<file path="config.mk">
export PLATFORM = sky130hd
export DESIGN_NAME = acq_control_io_flat
export DESIGN_NICKNAME = d
export VERILOG_FILES = /design/src/verilog/acq_io_pkg.sv /design/src/verilog/acq_io_if.sv /design/src/verilog/sync_fifo.sv /design/src/verilog/acq_control_io.sv /design/src/flat_wrapper.sv
export SDC_FILE = /design/constraint.sdc
export NUM_CORES = 1
export LEC_CHECK = 0
export ABC_AREA = 1
export BUFFER_PORTS_ARGS = -buffer_cell sky130_fd_sc_hd__clkbuf_2
export CAP_MARGIN = 20
export CORE_AREA = 2 2 162 164
export DETAILED_ROUTE_END_ITERATION = 8
export DIE_AREA = 0 0 164 166
export PLACE_DENSITY = 0.83
export SYNTH_ARGS = -nofsm -noshare
export SYNTH_HDL_FRONTEND = slang
export SYNTH_HIERARCHICAL = 1
export SYNTH_SLANG_ARGS = --single-unit
</file>
<file path="constraint.sdc">
create_clock -name ref_clk -period 3 [get_ports ref_clk]
set_input_delay 0.15 -clock ref_clk [delete_from_list [all_inputs] [get_ports ref_clk]]
set_output_delay 0.15 -clock ref_clk [all_outputs]
set_load 0.005 [all_outputs]
</file>
<file path="src/verilog/acq_io_pkg.sv">
package acq_io_pkg;
  // ==========================================================================
  // widths
  localparam int ACC_W   = 12;
  localparam int INSTR_W = 9;
  localparam int ADDR_W  = 13;

  // ==========================================================================
  // timing, at a 10 ns reference clock
  localparam int CLK_PERIOD_NS    = 10;
  localparam int XFER_DELAY_NS    = 1000;
  localparam int XFER_DELAY_CYC   = (XFER_DELAY_NS + CLK_PERIOD_NS - 1) / CLK_PERIOD_NS;
  localparam int TICK_FREQ_KHZ    = 100;
  localparam int TICK_HALF_CYC    = (1000000 / CLK_PERIOD_NS) / TICK_FREQ_KHZ / 2;
  localparam int CLEAR_PULSE_NS   = 500;
  localparam int CLEAR_PULSE_CYC  = CLEAR_PULSE_NS / CLK_PERIOD_NS;
  localparam int SKIP_PULSE_CYC   = 1;
  localparam int CONV_TIME_CYC    = 20;
  localparam int CNT_W            = 10;  // must hold the timing half period count

  // ==========================================================================
  // instruction decode: the low three bits (6..8) select the operation
  localparam logic [2:0] OP_SKIP_READY = 3'h1;
  localparam logic [2:0] OP_ACQ_ON     = 3'h2;
  localparam logic [2:0] OP_ACQ_OFF    = 3'h3;
  localparam logic [2:0] OP_TICK_ON    = 3'h4;
  localparam logic [2:0] OP_TICK_OFF   = 3'h5;

  // ==========================================================================
  // fifo
  localparam int FIFO_DEPTH = 16;
endpackage

</file>
<file path="src/verilog/acq_io_if.sv">
`timescale 1ns/1ns
// ==========================================================================
// pins between control module and its computer/converter partners
interface acq_io_if;
  logic                 skip_request_n;
  logic                 cpu_running_n;
  logic [11:0]          acc_out_bits_n;
  logic [8:0]           io_instr_bits_n;
  logic                 io_ctrl_instr_n;
  logic                 start_clear_n;
  logic                 b_level_irq_enable_n;
  logic                 low_level_irq_enable_n;
  logic [12:0]          conv_addr_bits_n;
  logic                 acquire_n;
  logic                 conv_transfer_n;
  logic                 conv_busy_n;
  logic                 conv_ready_n;
  logic                 clock_time_sel_n;
  logic                 conv_clear_n;
  logic                 invalid_data_flag;
  logic                 gated_timing_out;

  modport device (
    output skip_request_n, acquire_n, conv_transfer_n, conv_clear_n, gated_timing_out,
    input  cpu_running_n, acc_out_bits_n, io_instr_bits_n, io_ctrl_instr_n, start_clear_n,
           b_level_irq_enable_n, low_level_irq_enable_n, conv_addr_bits_n, conv_busy_n,
           conv_ready_n, clock_time_sel_n, invalid_data_flag
  );
  modport partner (
    input  skip_request_n, acquire_n, conv_transfer_n, conv_clear_n, gated_timing_out,
    output cpu_running_n, acc_out_bits_n, io_instr_bits_n, io_ctrl_instr_n, start_clear_n,
           b_level_irq_enable_n, low_level_irq_enable_n, conv_addr_bits_n, conv_busy_n,
           conv_ready_n, clock_time_sel_n, invalid_data_flag
  );
endinterface

</file>
<file path="src/verilog/sync_fifo.sv">
`timescale 1ns/1ns
// ==========================================================================
// synchronous fifo, valid/ready both sides
module sync_fifo #(
  parameter int WIDTH = 13,
  parameter int DEPTH = 16
) (
  input  wire logic             ref_clk,
  input  wire logic             arst_n,
  input  wire logic             flush,
  input  wire logic [WIDTH-1:0] in_data,
  input  wire logic             in_valid,
  output logic                  in_ready,
  output logic [WIDTH-1:0]      out_data,
  output logic                  out_valid,
  input  wire logic             out_ready
);
  localparam int AW = $clog2(DEPTH);

  logic [WIDTH-1:0] mem [DEPTH];
  logic [AW:0]      wr_q;
  logic [AW:0]      rd_q;
  wire              push;
  wire              pop;

  // pointers carry one extra bit so full and empty are told apart
  assign in_ready  = (wr_q - rd_q) != (AW+1)'(DEPTH);
  assign out_valid = wr_q != rd_q;
  assign out_data  = mem[rd_q[AW-1:0]];
  assign push      = in_valid && in_ready;
  assign pop       = out_valid && out_ready;

  // storage has no reset, only pointers do
  always_ff @(posedge ref_clk)
  begin
    if (push)
      mem[wr_q[AW-1:0]] <= in_data;
  end

  always_ff @(posedge ref_clk or negedge arst_n)
  begin
    if (!arst_n)
    begin
      wr_q <= '0;
      rd_q <= '0;
    end
    else if (flush)
    begin
      wr_q <= '0;
      rd_q <= '0;
    end
    else
    begin
      if (push)
        wr_q <= wr_q + 1'b1;
      if (pop)
        rd_q <= rd_q + 1'b1;
    end
  end
endmodule

</file>
<file path="src/verilog/acq_control_io.sv">
`timescale 1ns/1ns
module acq_control_io
  import acq_io_pkg::*;
#(
  parameter int FIFO_W     = acq_io_pkg::ADDR_W,
  parameter int FIFO_DEPTH = acq_io_pkg::FIFO_DEPTH
) (
  input  wire logic                         ref_clk,
  input  wire logic                         arst_n,
  acq_io_if.device                          link,
  output logic [acq_io_pkg::ADDR_W-1:0]     event_addr,
  output logic                              event_valid,
  input  wire logic                         event_ready,
  output logic                              acq_enabled,
  output logic                              conv_busy,
  output logic                              clock_time_sel,
  output logic [acq_io_pkg::ACC_W-1:0]      last_acc_word,
  output logic                              irq_b_allowed,
  output logic                              irq_low_allowed
);
  import acq_io_pkg::*;

  typedef enum logic [2:0] {IDLE, WAIT_DELAY, STROBE, PUSH, CLEAR} xfer_e;

  // ==========================================================================
  // input synchronisers, two stages each
  // the alter line rides inverted so the all-ones reset reads as idle everywhere
  localparam int SYN_W = 9 + ACC_W + INSTR_W + ADDR_W;
  logic [SYN_W-1:0] s1_q;
  logic [SYN_W-1:0] s2_q;
  logic             alt_s3_q;
  wire  [SYN_W-1:0] raw_in = {~link.invalid_data_flag, link.cpu_running_n, link.io_ctrl_instr_n,
                              link.start_clear_n, link.b_level_irq_enable_n, link.low_level_irq_enable_n,
                              link.conv_busy_n, link.conv_ready_n, link.clock_time_sel_n,
                              link.acc_out_bits_n, link.io_instr_bits_n, link.conv_addr_bits_n};

  // the first stage is never looked at
  always_ff @(posedge ref_clk or negedge arst_n)
  begin
    if (!arst_n)
    begin
      s1_q     <= '1;
      s2_q     <= '1;
      alt_s3_q <= 1'b0;
    end
    else
    begin
      s1_q     <= raw_in;
      s2_q     <= s1_q;
      alt_s3_q <= ~s2_q[SYN_W-1];  // third stage only feeds the edge detector
    end
  end

  // ==========================================================================
  // decode of synchronised inputs, active-low lines inverted here
  wire              alt_s     = ~s2_q[SYN_W-1];
  wire              run_s     = ~s2_q[SYN_W-2];
  wire              ioc_s     = ~s2_q[SYN_W-3];
  wire              start_clear_n_s   = ~s2_q[SYN_W-4];
  wire              irqb_en_s = ~s2_q[SYN_W-5];
  wire              irql_en_s = ~s2_q[SYN_W-6];
  wire              busy_s    = ~s2_q[SYN_W-7];
  wire              ready_s   = ~s2_q[SYN_W-8];
  wire              ctime_s   = ~s2_q[SYN_W-9];
  wire [ACC_W-1:0]  acc_s     = ~s2_q[INSTR_W+ADDR_W +: ACC_W];
  wire [INSTR_W-1:0] instr_s  = ~s2_q[ADDR_W +: INSTR_W];
  wire [ADDR_W-1:0] addr_s    = ~s2_q[ADDR_W-1:0];
  wire              alt_rise  = alt_s && !alt_s3_q;

  // bit 0 is the most significant on the wire; bits 6..8 hold the operation
  wire [2:0] op_s = {instr_s[INSTR_W-3], instr_s[INSTR_W-2], instr_s[INSTR_W-1]};

  // ==========================================================================
  // instruction strobe: act once per qualifier assertion
  logic ioc_d1_q;
  wire  ioc_new = ioc_s && !ioc_d1_q && run_s;

  logic acq_q;
  logic tick_en_q;
  logic skip_n_q;
  logic [ACC_W-1:0] acc_q;
  xfer_e state_q;
  xfer_e state_d;
  logic [CNT_W-1:0] cnt_q;
  logic [ADDR_W-1:0] addr_q;
  logic dummy_q;
  wire  fifo_in_ready;

  wire do_skip = ioc_new && op_s == OP_SKIP_READY && event_valid;

  // control register updates; start clear wins over everything
  always_ff @(posedge ref_clk or negedge arst_n)
  begin
    if (!arst_n)
    begin
      ioc_d1_q  <= 1'b0;
      acq_q     <= 1'b0;
      tick_en_q <= 1'b0;
      skip_n_q  <= 1'b1;
      acc_q     <= '0;
    end
    else if (start_clear_n_s)
    begin
      ioc_d1_q  <= 1'b0;
      acq_q     <= 1'b0;
      tick_en_q <= 1'b0;
      skip_n_q  <= 1'b1;
    end
    else
    begin
      ioc_d1_q  <= ioc_s;
      skip_n_q  <= !do_skip;
      acq_q     <= (ioc_new && op_s == OP_ACQ_ON) || (acq_q && !(ioc_new && op_s == OP_ACQ_OFF));
      tick_en_q <= (ioc_new && op_s == OP_TICK_ON) || (tick_en_q && !(ioc_new && op_s == OP_TICK_OFF));
      if (ioc_new)
        acc_q <= acc_s;
    end
  end

  // ==========================================================================
  // converter transfer sequence
  wire delay_done = cnt_q == CNT_W'(XFER_DELAY_CYC - 1);
  wire clr_done   = cnt_q == CNT_W'(CLEAR_PULSE_CYC - 1);

  always_comb
  begin
    state_d = state_q;
    unique case (state_q)
      IDLE:       if (ready_s || alt_rise) state_d = WAIT_DELAY;
      WAIT_DELAY: if (delay_done) state_d = STROBE;
      STROBE:     state_d = PUSH;
      PUSH:       if (dummy_q || fifo_in_ready) state_d = CLEAR;
      CLEAR:      if (clr_done) state_d = IDLE;
    endcase
  end

  // the fifo stalls the sequence in PUSH, holding the strobe low until room
  always_ff @(posedge ref_clk or negedge arst_n)
  begin
    if (!arst_n)
    begin
      state_q <= IDLE;
      cnt_q   <= '0;
      addr_q  <= '0;
      dummy_q <= 1'b0;
    end
    else if (start_clear_n_s)
    begin
      state_q <= IDLE;
      cnt_q   <= '0;
      dummy_q <= 1'b0;
    end
    else
    begin
      state_q <= state_d;
      cnt_q   <= (state_d != state_q) ? '0 : cnt_q + 1'b1;
      if (state_q == IDLE)
        dummy_q <= alt_rise && !ready_s;
      if (state_q == STROBE)
        addr_q <= addr_s;
    end
  end

  sync_fifo #(
    .WIDTH (FIFO_W),
    .DEPTH (FIFO_DEPTH)
  ) sync_fifo_inst (
    .ref_clk   (ref_clk),
    .arst_n    (arst_n),
    .flush     (start_clear_n_s),
    .in_data   (addr_q),
    .in_valid  (state_q == PUSH && !dummy_q),
    .in_ready  (fifo_in_ready),
    .out_data  (event_addr),
    .out_valid (event_valid),
    .out_ready (event_ready)
  );

  // ==========================================================================
  // gated 100 kHz timing
  logic [CNT_W-1:0] tick_cnt_q;
  logic tick_q;
  always_ff @(posedge ref_clk or negedge arst_n)
  begin
    if (!arst_n)
    begin
      tick_cnt_q <= '0;
      tick_q     <= 1'b0;
    end
    else if (!tick_en_q)
    begin
      tick_cnt_q <= '0;
      tick_q     <= 1'b0;
    end
    else if (tick_cnt_q == CNT_W'(TICK_HALF_CYC - 1))
    begin
      tick_cnt_q <= '0;
      tick_q     <= ~tick_q;
    end
    else
      tick_cnt_q <= tick_cnt_q + 1'b1;
  end

  // ==========================================================================
  // registered outputs
  logic xfer_n_q;
  logic clr_n_q;
  logic busy_q;
  logic ctime_q;
  logic irqb_q;
  logic irql_q;
  logic acq_n_q;
  always_ff @(posedge ref_clk or negedge arst_n)
  begin
    if (!arst_n)
    begin
      xfer_n_q <= 1'b1;
      clr_n_q  <= 1'b1;
      busy_q   <= 1'b0;
      ctime_q  <= 1'b0;
      irqb_q   <= 1'b0;
      irql_q   <= 1'b0;
      acq_n_q  <= 1'b1;
    end
    else
    begin
      xfer_n_q <= !(state_d == STROBE || state_d == PUSH);
      clr_n_q  <= !(state_d == CLEAR);
      busy_q   <= busy_s;
      ctime_q  <= ctime_s;
      irqb_q   <= irqb_en_s;
      irql_q   <= irql_en_s;
      acq_n_q  <= !acq_q;
    end
  end

  assign link.skip_request_n  = skip_n_q;
  assign link.acquire_n       = acq_n_q;
  assign link.conv_transfer_n = xfer_n_q;
  assign link.conv_clear_n    = clr_n_q;
  assign link.gated_timing_out = tick_q;
  assign acq_enabled     = acq_q;
  assign conv_busy       = busy_q;
  assign clock_time_sel  = ctime_q;
  assign last_acc_word   = acc_q;
  assign irq_b_allowed   = irqb_q;
  assign irq_low_allowed = irql_q;
endmodule

</file>
<file path="src/flat_wrapper.sv">
// flat-port wrapper written by rule: the top's interface ports become plain ports
module acq_control_io_flat import acq_io_pkg::*;
#(
  parameter int FIFO_W     = acq_io_pkg::ADDR_W,
  parameter int FIFO_DEPTH = acq_io_pkg::FIFO_DEPTH
)
  (ref_clk, arst_n, event_addr, event_valid, event_ready, acq_enabled, conv_busy, clock_time_sel, last_acc_word, irq_b_allowed, irq_low_allowed, link_skip_request_n, link_acquire_n, link_conv_transfer_n, link_conv_clear_n, link_gated_timing_out, link_cpu_running_n, link_acc_out_bits_n, link_io_instr_bits_n, link_io_ctrl_instr_n, link_start_clear_n, link_b_level_irq_enable_n, link_low_level_irq_enable_n, link_conv_addr_bits_n, link_conv_busy_n, link_conv_ready_n, link_clock_time_sel_n, link_invalid_data_flag);
  acq_io_if link_i ();
  input  wire logic ref_clk;
  input  wire logic arst_n;
  output logic [acq_io_pkg::ADDR_W-1:0] event_addr;
  output logic event_valid;
  input  wire logic event_ready;
  output logic acq_enabled;
  output logic conv_busy;
  output logic clock_time_sel;
  output logic [acq_io_pkg::ACC_W-1:0] last_acc_word;
  output logic irq_b_allowed;
  output logic irq_low_allowed;
  output wire logic [$bits(link_i.skip_request_n)-1:0] link_skip_request_n;
  output wire logic [$bits(link_i.acquire_n)-1:0] link_acquire_n;
  output wire logic [$bits(link_i.conv_transfer_n)-1:0] link_conv_transfer_n;
  output wire logic [$bits(link_i.conv_clear_n)-1:0] link_conv_clear_n;
  output wire logic [$bits(link_i.gated_timing_out)-1:0] link_gated_timing_out;
  input wire logic [$bits(link_i.cpu_running_n)-1:0] link_cpu_running_n;
  input wire logic [$bits(link_i.acc_out_bits_n)-1:0] link_acc_out_bits_n;
  input wire logic [$bits(link_i.io_instr_bits_n)-1:0] link_io_instr_bits_n;
  input wire logic [$bits(link_i.io_ctrl_instr_n)-1:0] link_io_ctrl_instr_n;
  input wire logic [$bits(link_i.start_clear_n)-1:0] link_start_clear_n;
  input wire logic [$bits(link_i.b_level_irq_enable_n)-1:0] link_b_level_irq_enable_n;
  input wire logic [$bits(link_i.low_level_irq_enable_n)-1:0] link_low_level_irq_enable_n;
  input wire logic [$bits(link_i.conv_addr_bits_n)-1:0] link_conv_addr_bits_n;
  input wire logic [$bits(link_i.conv_busy_n)-1:0] link_conv_busy_n;
  input wire logic [$bits(link_i.conv_ready_n)-1:0] link_conv_ready_n;
  input wire logic [$bits(link_i.clock_time_sel_n)-1:0] link_clock_time_sel_n;
  input wire logic [$bits(link_i.invalid_data_flag)-1:0] link_invalid_data_flag;
  assign link_skip_request_n = link_i.skip_request_n;
  assign link_acquire_n = link_i.acquire_n;
  assign link_conv_transfer_n = link_i.conv_transfer_n;
  assign link_conv_clear_n = link_i.conv_clear_n;
  assign link_gated_timing_out = link_i.gated_timing_out;
  assign link_i.cpu_running_n = link_cpu_running_n;
  assign link_i.acc_out_bits_n = link_acc_out_bits_n;
  assign link_i.io_instr_bits_n = link_io_instr_bits_n;
  assign link_i.io_ctrl_instr_n = link_io_ctrl_instr_n;
  assign link_i.start_clear_n = link_start_clear_n;
  assign link_i.b_level_irq_enable_n = link_b_level_irq_enable_n;
  assign link_i.low_level_irq_enable_n = link_low_level_irq_enable_n;
  assign link_i.conv_addr_bits_n = link_conv_addr_bits_n;
  assign link_i.conv_busy_n = link_conv_busy_n;
  assign link_i.conv_ready_n = link_conv_ready_n;
  assign link_i.clock_time_sel_n = link_clock_time_sel_n;
  assign link_i.invalid_data_flag = link_invalid_data_flag;
  acq_control_io #(.FIFO_W(FIFO_W), .FIFO_DEPTH(FIFO_DEPTH)) u_core (.ref_clk(ref_clk), .arst_n(arst_n), .link(link_i), .event_addr(event_addr), .event_valid(event_valid), .event_ready(event_ready), .acq_enabled(acq_enabled), .conv_busy(conv_busy), .clock_time_sel(clock_time_sel), .last_acc_word(last_acc_word), .irq_b_allowed(irq_b_allowed), .irq_low_allowed(irq_low_allowed));
endmodule
</file>
==> load_flow_metrics.sql <==
INSERT INTO impl_metrics (metric_group, metric, value, unit) VALUES
('grt', 'grt_remaining_overflow', '0', ''),
('synth', 'yosysWarnings', '6', ''),
('die', 'initial_utilization', '0.5321', ''),
('finish', 'num-nets-final', '1290', ''),
('placement', 'number_of_input_and_output_port_buffers_inserted', '75', ''),
('clocking', 'clkLatencyLatePin', '0.52', 'ns'),
('drt', 'drc', '0', ''),
('clocking', 'clk_root_buffer_cell', 'sky130_fd_sc_hd__clkbuf_16', ''),
('grt', 'grt_pass1_vias', '8796', ''),
('die', 'chipWidth', '164', 'um'),
('setup_path', 'cp_max_fanout', '80', ''),
('clocking', 'ctsLongestPathBuffers', '3', ''),
('pwr', 'total_leakage_power', '0.006181', 'uW'),
('placement', 'placed_cells', '1490', ''),
('outcome', 'status', 'finished, final reports clean', ''),
('finish', 'fin_cells', '1592', ''),
('sta', 'timing.hold.ws', '0.2778', 'ns'),
('pwr', 'combPwrFrac', '0.118', ''),
('pwr', 'max-vdd-ir-drop', '0.6020', 'mV'),
('grt', 'grt_start_max_net_pins', '111', ''),
('clocking', 'cts.sinks', '354', ''),
('synth', 'synth.most_common_cell', 'sky130_fd_sc_hd__edfxtp_1', ''),
('drt', 'drtPass1Iterations', '5', ''),
('drt', 'drt-initial-drc-count', '780', ''),
('clocking', 'tritoncts.num_buffers', '36', ''),
('setup_path', 'end_kind', 'output pin', ''),
('pwr', 'power_density', '748.4', 'nW/um^2'),
('synth', 'ys_async_sr_fraction', '0.4124', ''),
('pwr', 'clock_power_share', '0.357', ''),
('synth', 'postSynthRegisterBits', '354', ''),
('synth', 'synth-seq-area-share', '0.7335', ''),
('die', 'core-area', '25620', 'um^2'),
('die', 'boundaryPins', '82', ''),
('synth', 'netlist_instances', '1099', ''),
('grt', 'grt_antenna_before_repair', '0', ''),
('finish', 'diodes', '0', ''),
('synth', 'synth.largest_area_cell', 'sky130_fd_sc_hd__edfxtp_1', ''),
('clocking', 'postCtsSetupBuffers', '0', ''),
('clocking', 'clock_transition_at_the_registers_of_the_reported_paths', '0.06', 'ns'),
('drt', 'route.antenna.remaining_nets', '0', ''),
('sta', 'setup_viol_count_final', '0', ''),
('pwr', 'cellInternalPower', '8833', 'uW'),
('sta', 'period_needed', '2.731', 'ns'),
('setup_path', 'crit_path_arrival_time', '2.58', 'ns'),
('setup_path', 'critical_path_class', 'register to output pin', ''),
('pwr', 'netSwitchingFraction', '0.2634', ''),
('placement', 'hpwlAfterDp', '16.23', 'mm'),
('grt', 'grtUsageMet2', '0.3504', ''),
('sta', 'timing.slew.headroom', '0.3701', ''),
('finish', 'area_growth_syn_to_layout', '17.56', '%'),
('finish', 'layout-drive-gt1-share', '0.2116', ''),
('synth', 'leading_cell_types_by_total_area_after_synthesis', 'sky130_fd_sc_hd__edfxtp_1, sky130_fd_sc_hd__dfstp_2, sky130_fd_sc_hd__dfrtp_1', ''),
('sta', 'final-hold-violation-count', '0', ''),
('drt', 'num_vias', '8802', ''),
('synth', 'number_of_flops_mapped_to_enable_cells_by_yosys', '208', ''),
('synth', 'syn-num-nets', '1157', ''),
('sta', 'slew_violations', '0', ''),
('finish', 'num-fill-cells', '1810', ''),
('die', 'die_height', '166', 'um'),
('placement', 'place_worst_setup_slack', '0.4812', 'ns'),
('sta', 'grt_setup_unrepaired', 'false', ''),
('placement', 'global_placement_routability_congestion', '0.8347', ''),
('drt', 'viasPerCell', '5.529', ''),
('finish', 'register_area', '10000', 'um^2'),
('grt', 'global_route.usage.total', '0.2054', ''),
('job', 'maxCapViolations', '0', ''),
('synth', 'synth.lib_cells_used.distinct', '43', ''),
('sta', 'max_freq', '366.2', 'MHz'),
('clocking', 'cts-htree-levels', '2', ''),
('drt', 'routedWlPerCell', '17.20', 'um'),
('grt', 'grt_pass1_wl', '44.01', 'mm');
-- metrics by stage --
step	TNS [ns]	instance area (um^2)
final	0	16020
after global routing	0	16020
after CTS	0	16020
after detailed placement	0	14490
after global placement	0	14490
after floorplan	-30.09	13650
-- metal layers --
metal  wire length, um  part of all wire
met5                 0                 0
met4               972             0.035
met3              1835             0.067
met2             13880              0.51
met1             10700              0.39
-- worst max-delay path: stages (launching register included) --
cell and delay, ns:
sky130_fd_sc_hd__dfrtp_2 0.36, sky130_fd_sc_hd__buf_4 0.63, sky130_fd_sc_hd__o21ai_0 0.23, sky130_fd_sc_hd__o211ai_1 0.30, sky130_fd_sc_hd__nand3_1 0.20, sky130_fd_sc_hd__nand3_1 0.16, sky130_fd_sc_hd__clkbuf_2 0.13
-- logic make-up after synthesis --
family                     count (synthesis)  synth area share
and+or+nand+nor                          399            0.1263
buffers and inverters                    110           0.03599
AOI/OAI and AO/OA                        216           0.08804
adders and majority gates                 12           0.01102
xor gates and xnor gates                   8          0.005141
DFF                                      354            0.7335
-- worst paths after layout --
| check | from | end | cells past startpoint |
|---|---|---|---|
| max in group asynchronous | arst_n | u_core/s1_q[41]$_DFF_PN1_ | 3 |
| min | link_conv_addr_bits_n[12] | u_core/s1_q[12]$_DFF_PN1_ | 2 |
| max | u_core/sync_fifo_inst/rd_q[1]$_DFFE_PN0P_ | event_addr[9] | 6 |
| min reg2reg | u_core/s1_q[28]$_DFF_PN1_ | u_core/s2_q[28]$_DFF_PN1_ | 0 |
| min in group asynchronous | arst_n | u_core/last_acc_word[3]$_DFFE_PN0P_ | 2 |
| max reg2reg | u_core/sync_fifo_inst/wr_q[2]$_DFFE_PN0P_ | u_core/cnt_q[4]$_DFF_PN0_ | 17 |
-- registers in the layout, indices dropped and copies added (netlist names), 3 cells and up --
signal / count
u_core/s1_q: 37
u_core/s2_q: 37
u_core/sync_fifo_inst/wr_q: 5
u_core/addr_q: 13
u_core/sync_fifo_inst/rd_q: 5
u_core/last_acc_word: 12
u_core/state_q: 3
u_core/tick_cnt_q: 10
u_core/sync_fifo_inst/mem: 208
u_core/cnt_q: 10
-- power by group through the flow --
stage | Clock (uW) | Combinational (uW) | Sequential [uW]
floorplan | 0 | 954 | 6180
finish | 4280 | 1410 | 6300
global route | 4550 | 1590 | 6370
CTS | 4370 | 1410 | 6300
global placement | 0 | 1310 | 6360
detailed placement | 0 | 1360 | 6390
-- final cells by class --
| class | instances | share of cell area |
|---|---|---|
| sequential | 354 | 0.6241 |
| multi-input combinational | 635 | 0.2005 |
| timing repair buffer | 143 | 0.06356 |
| clock buffer | 53 | 0.06341 |
| tap | 335 | 0.02616 |
| inverter | 62 | 0.01452 |
| clock inverter | 10 | 0.007809 |
-- layout by cell type, fill, tap and decap left out, types with 3 or more instances in the layout --
cell type	count
sky130_fd_sc_hd__nand3_1	59
sky130_fd_sc_hd__o211ai_1	26
sky130_fd_sc_hd__edfxtp_1	208
sky130_fd_sc_hd__a21oi_1	10
sky130_fd_sc_hd__nand2_2	3
sky130_fd_sc_hd__clkinv_2	4
sky130_fd_sc_hd__nand3_2	5
sky130_fd_sc_hd__clkbuf_8	3
sky130_fd_sc_hd__nand2_1	120
sky130_fd_sc_hd__nand4_1	9
sky130_fd_sc_hd__xor2_1	6
sky130_fd_sc_hd__inv_2	3
sky130_fd_sc_hd__nor3_1	7
sky130_fd_sc_hd__o22ai_1	26
sky130_fd_sc_hd__o21ai_1	7
sky130_fd_sc_hd__clkinv_1	3
sky130_fd_sc_hd__clkbuf_2	74
sky130_fd_sc_hd__nor2_1	171
sky130_fd_sc_hd__clkbuf_16	37
sky130_fd_sc_hd__dfrtp_1	66
sky130_fd_sc_hd__buf_4	26
sky130_fd_sc_hd__o21ai_0	139
sky130_fd_sc_hd__dlygate4sd3_1	39
sky130_fd_sc_hd__inv_1	57
sky130_fd_sc_hd__clkbuf_1	13
sky130_fd_sc_hd__dfstp_2	78
sky130_fd_sc_hd__nor3_2	16
sky130_fd_sc_hd__ha_1	12
sky130_fd_sc_hd__o31ai_1	3
-- repair_timing --
action / CTS / global route
hold buffers: 39 / 0
resized for setup: 0 / 1
endpoints found under the setup margin: 0 / 5
hold endpoints to repair: 86 / 0
(Power assumes the default switching activity.)
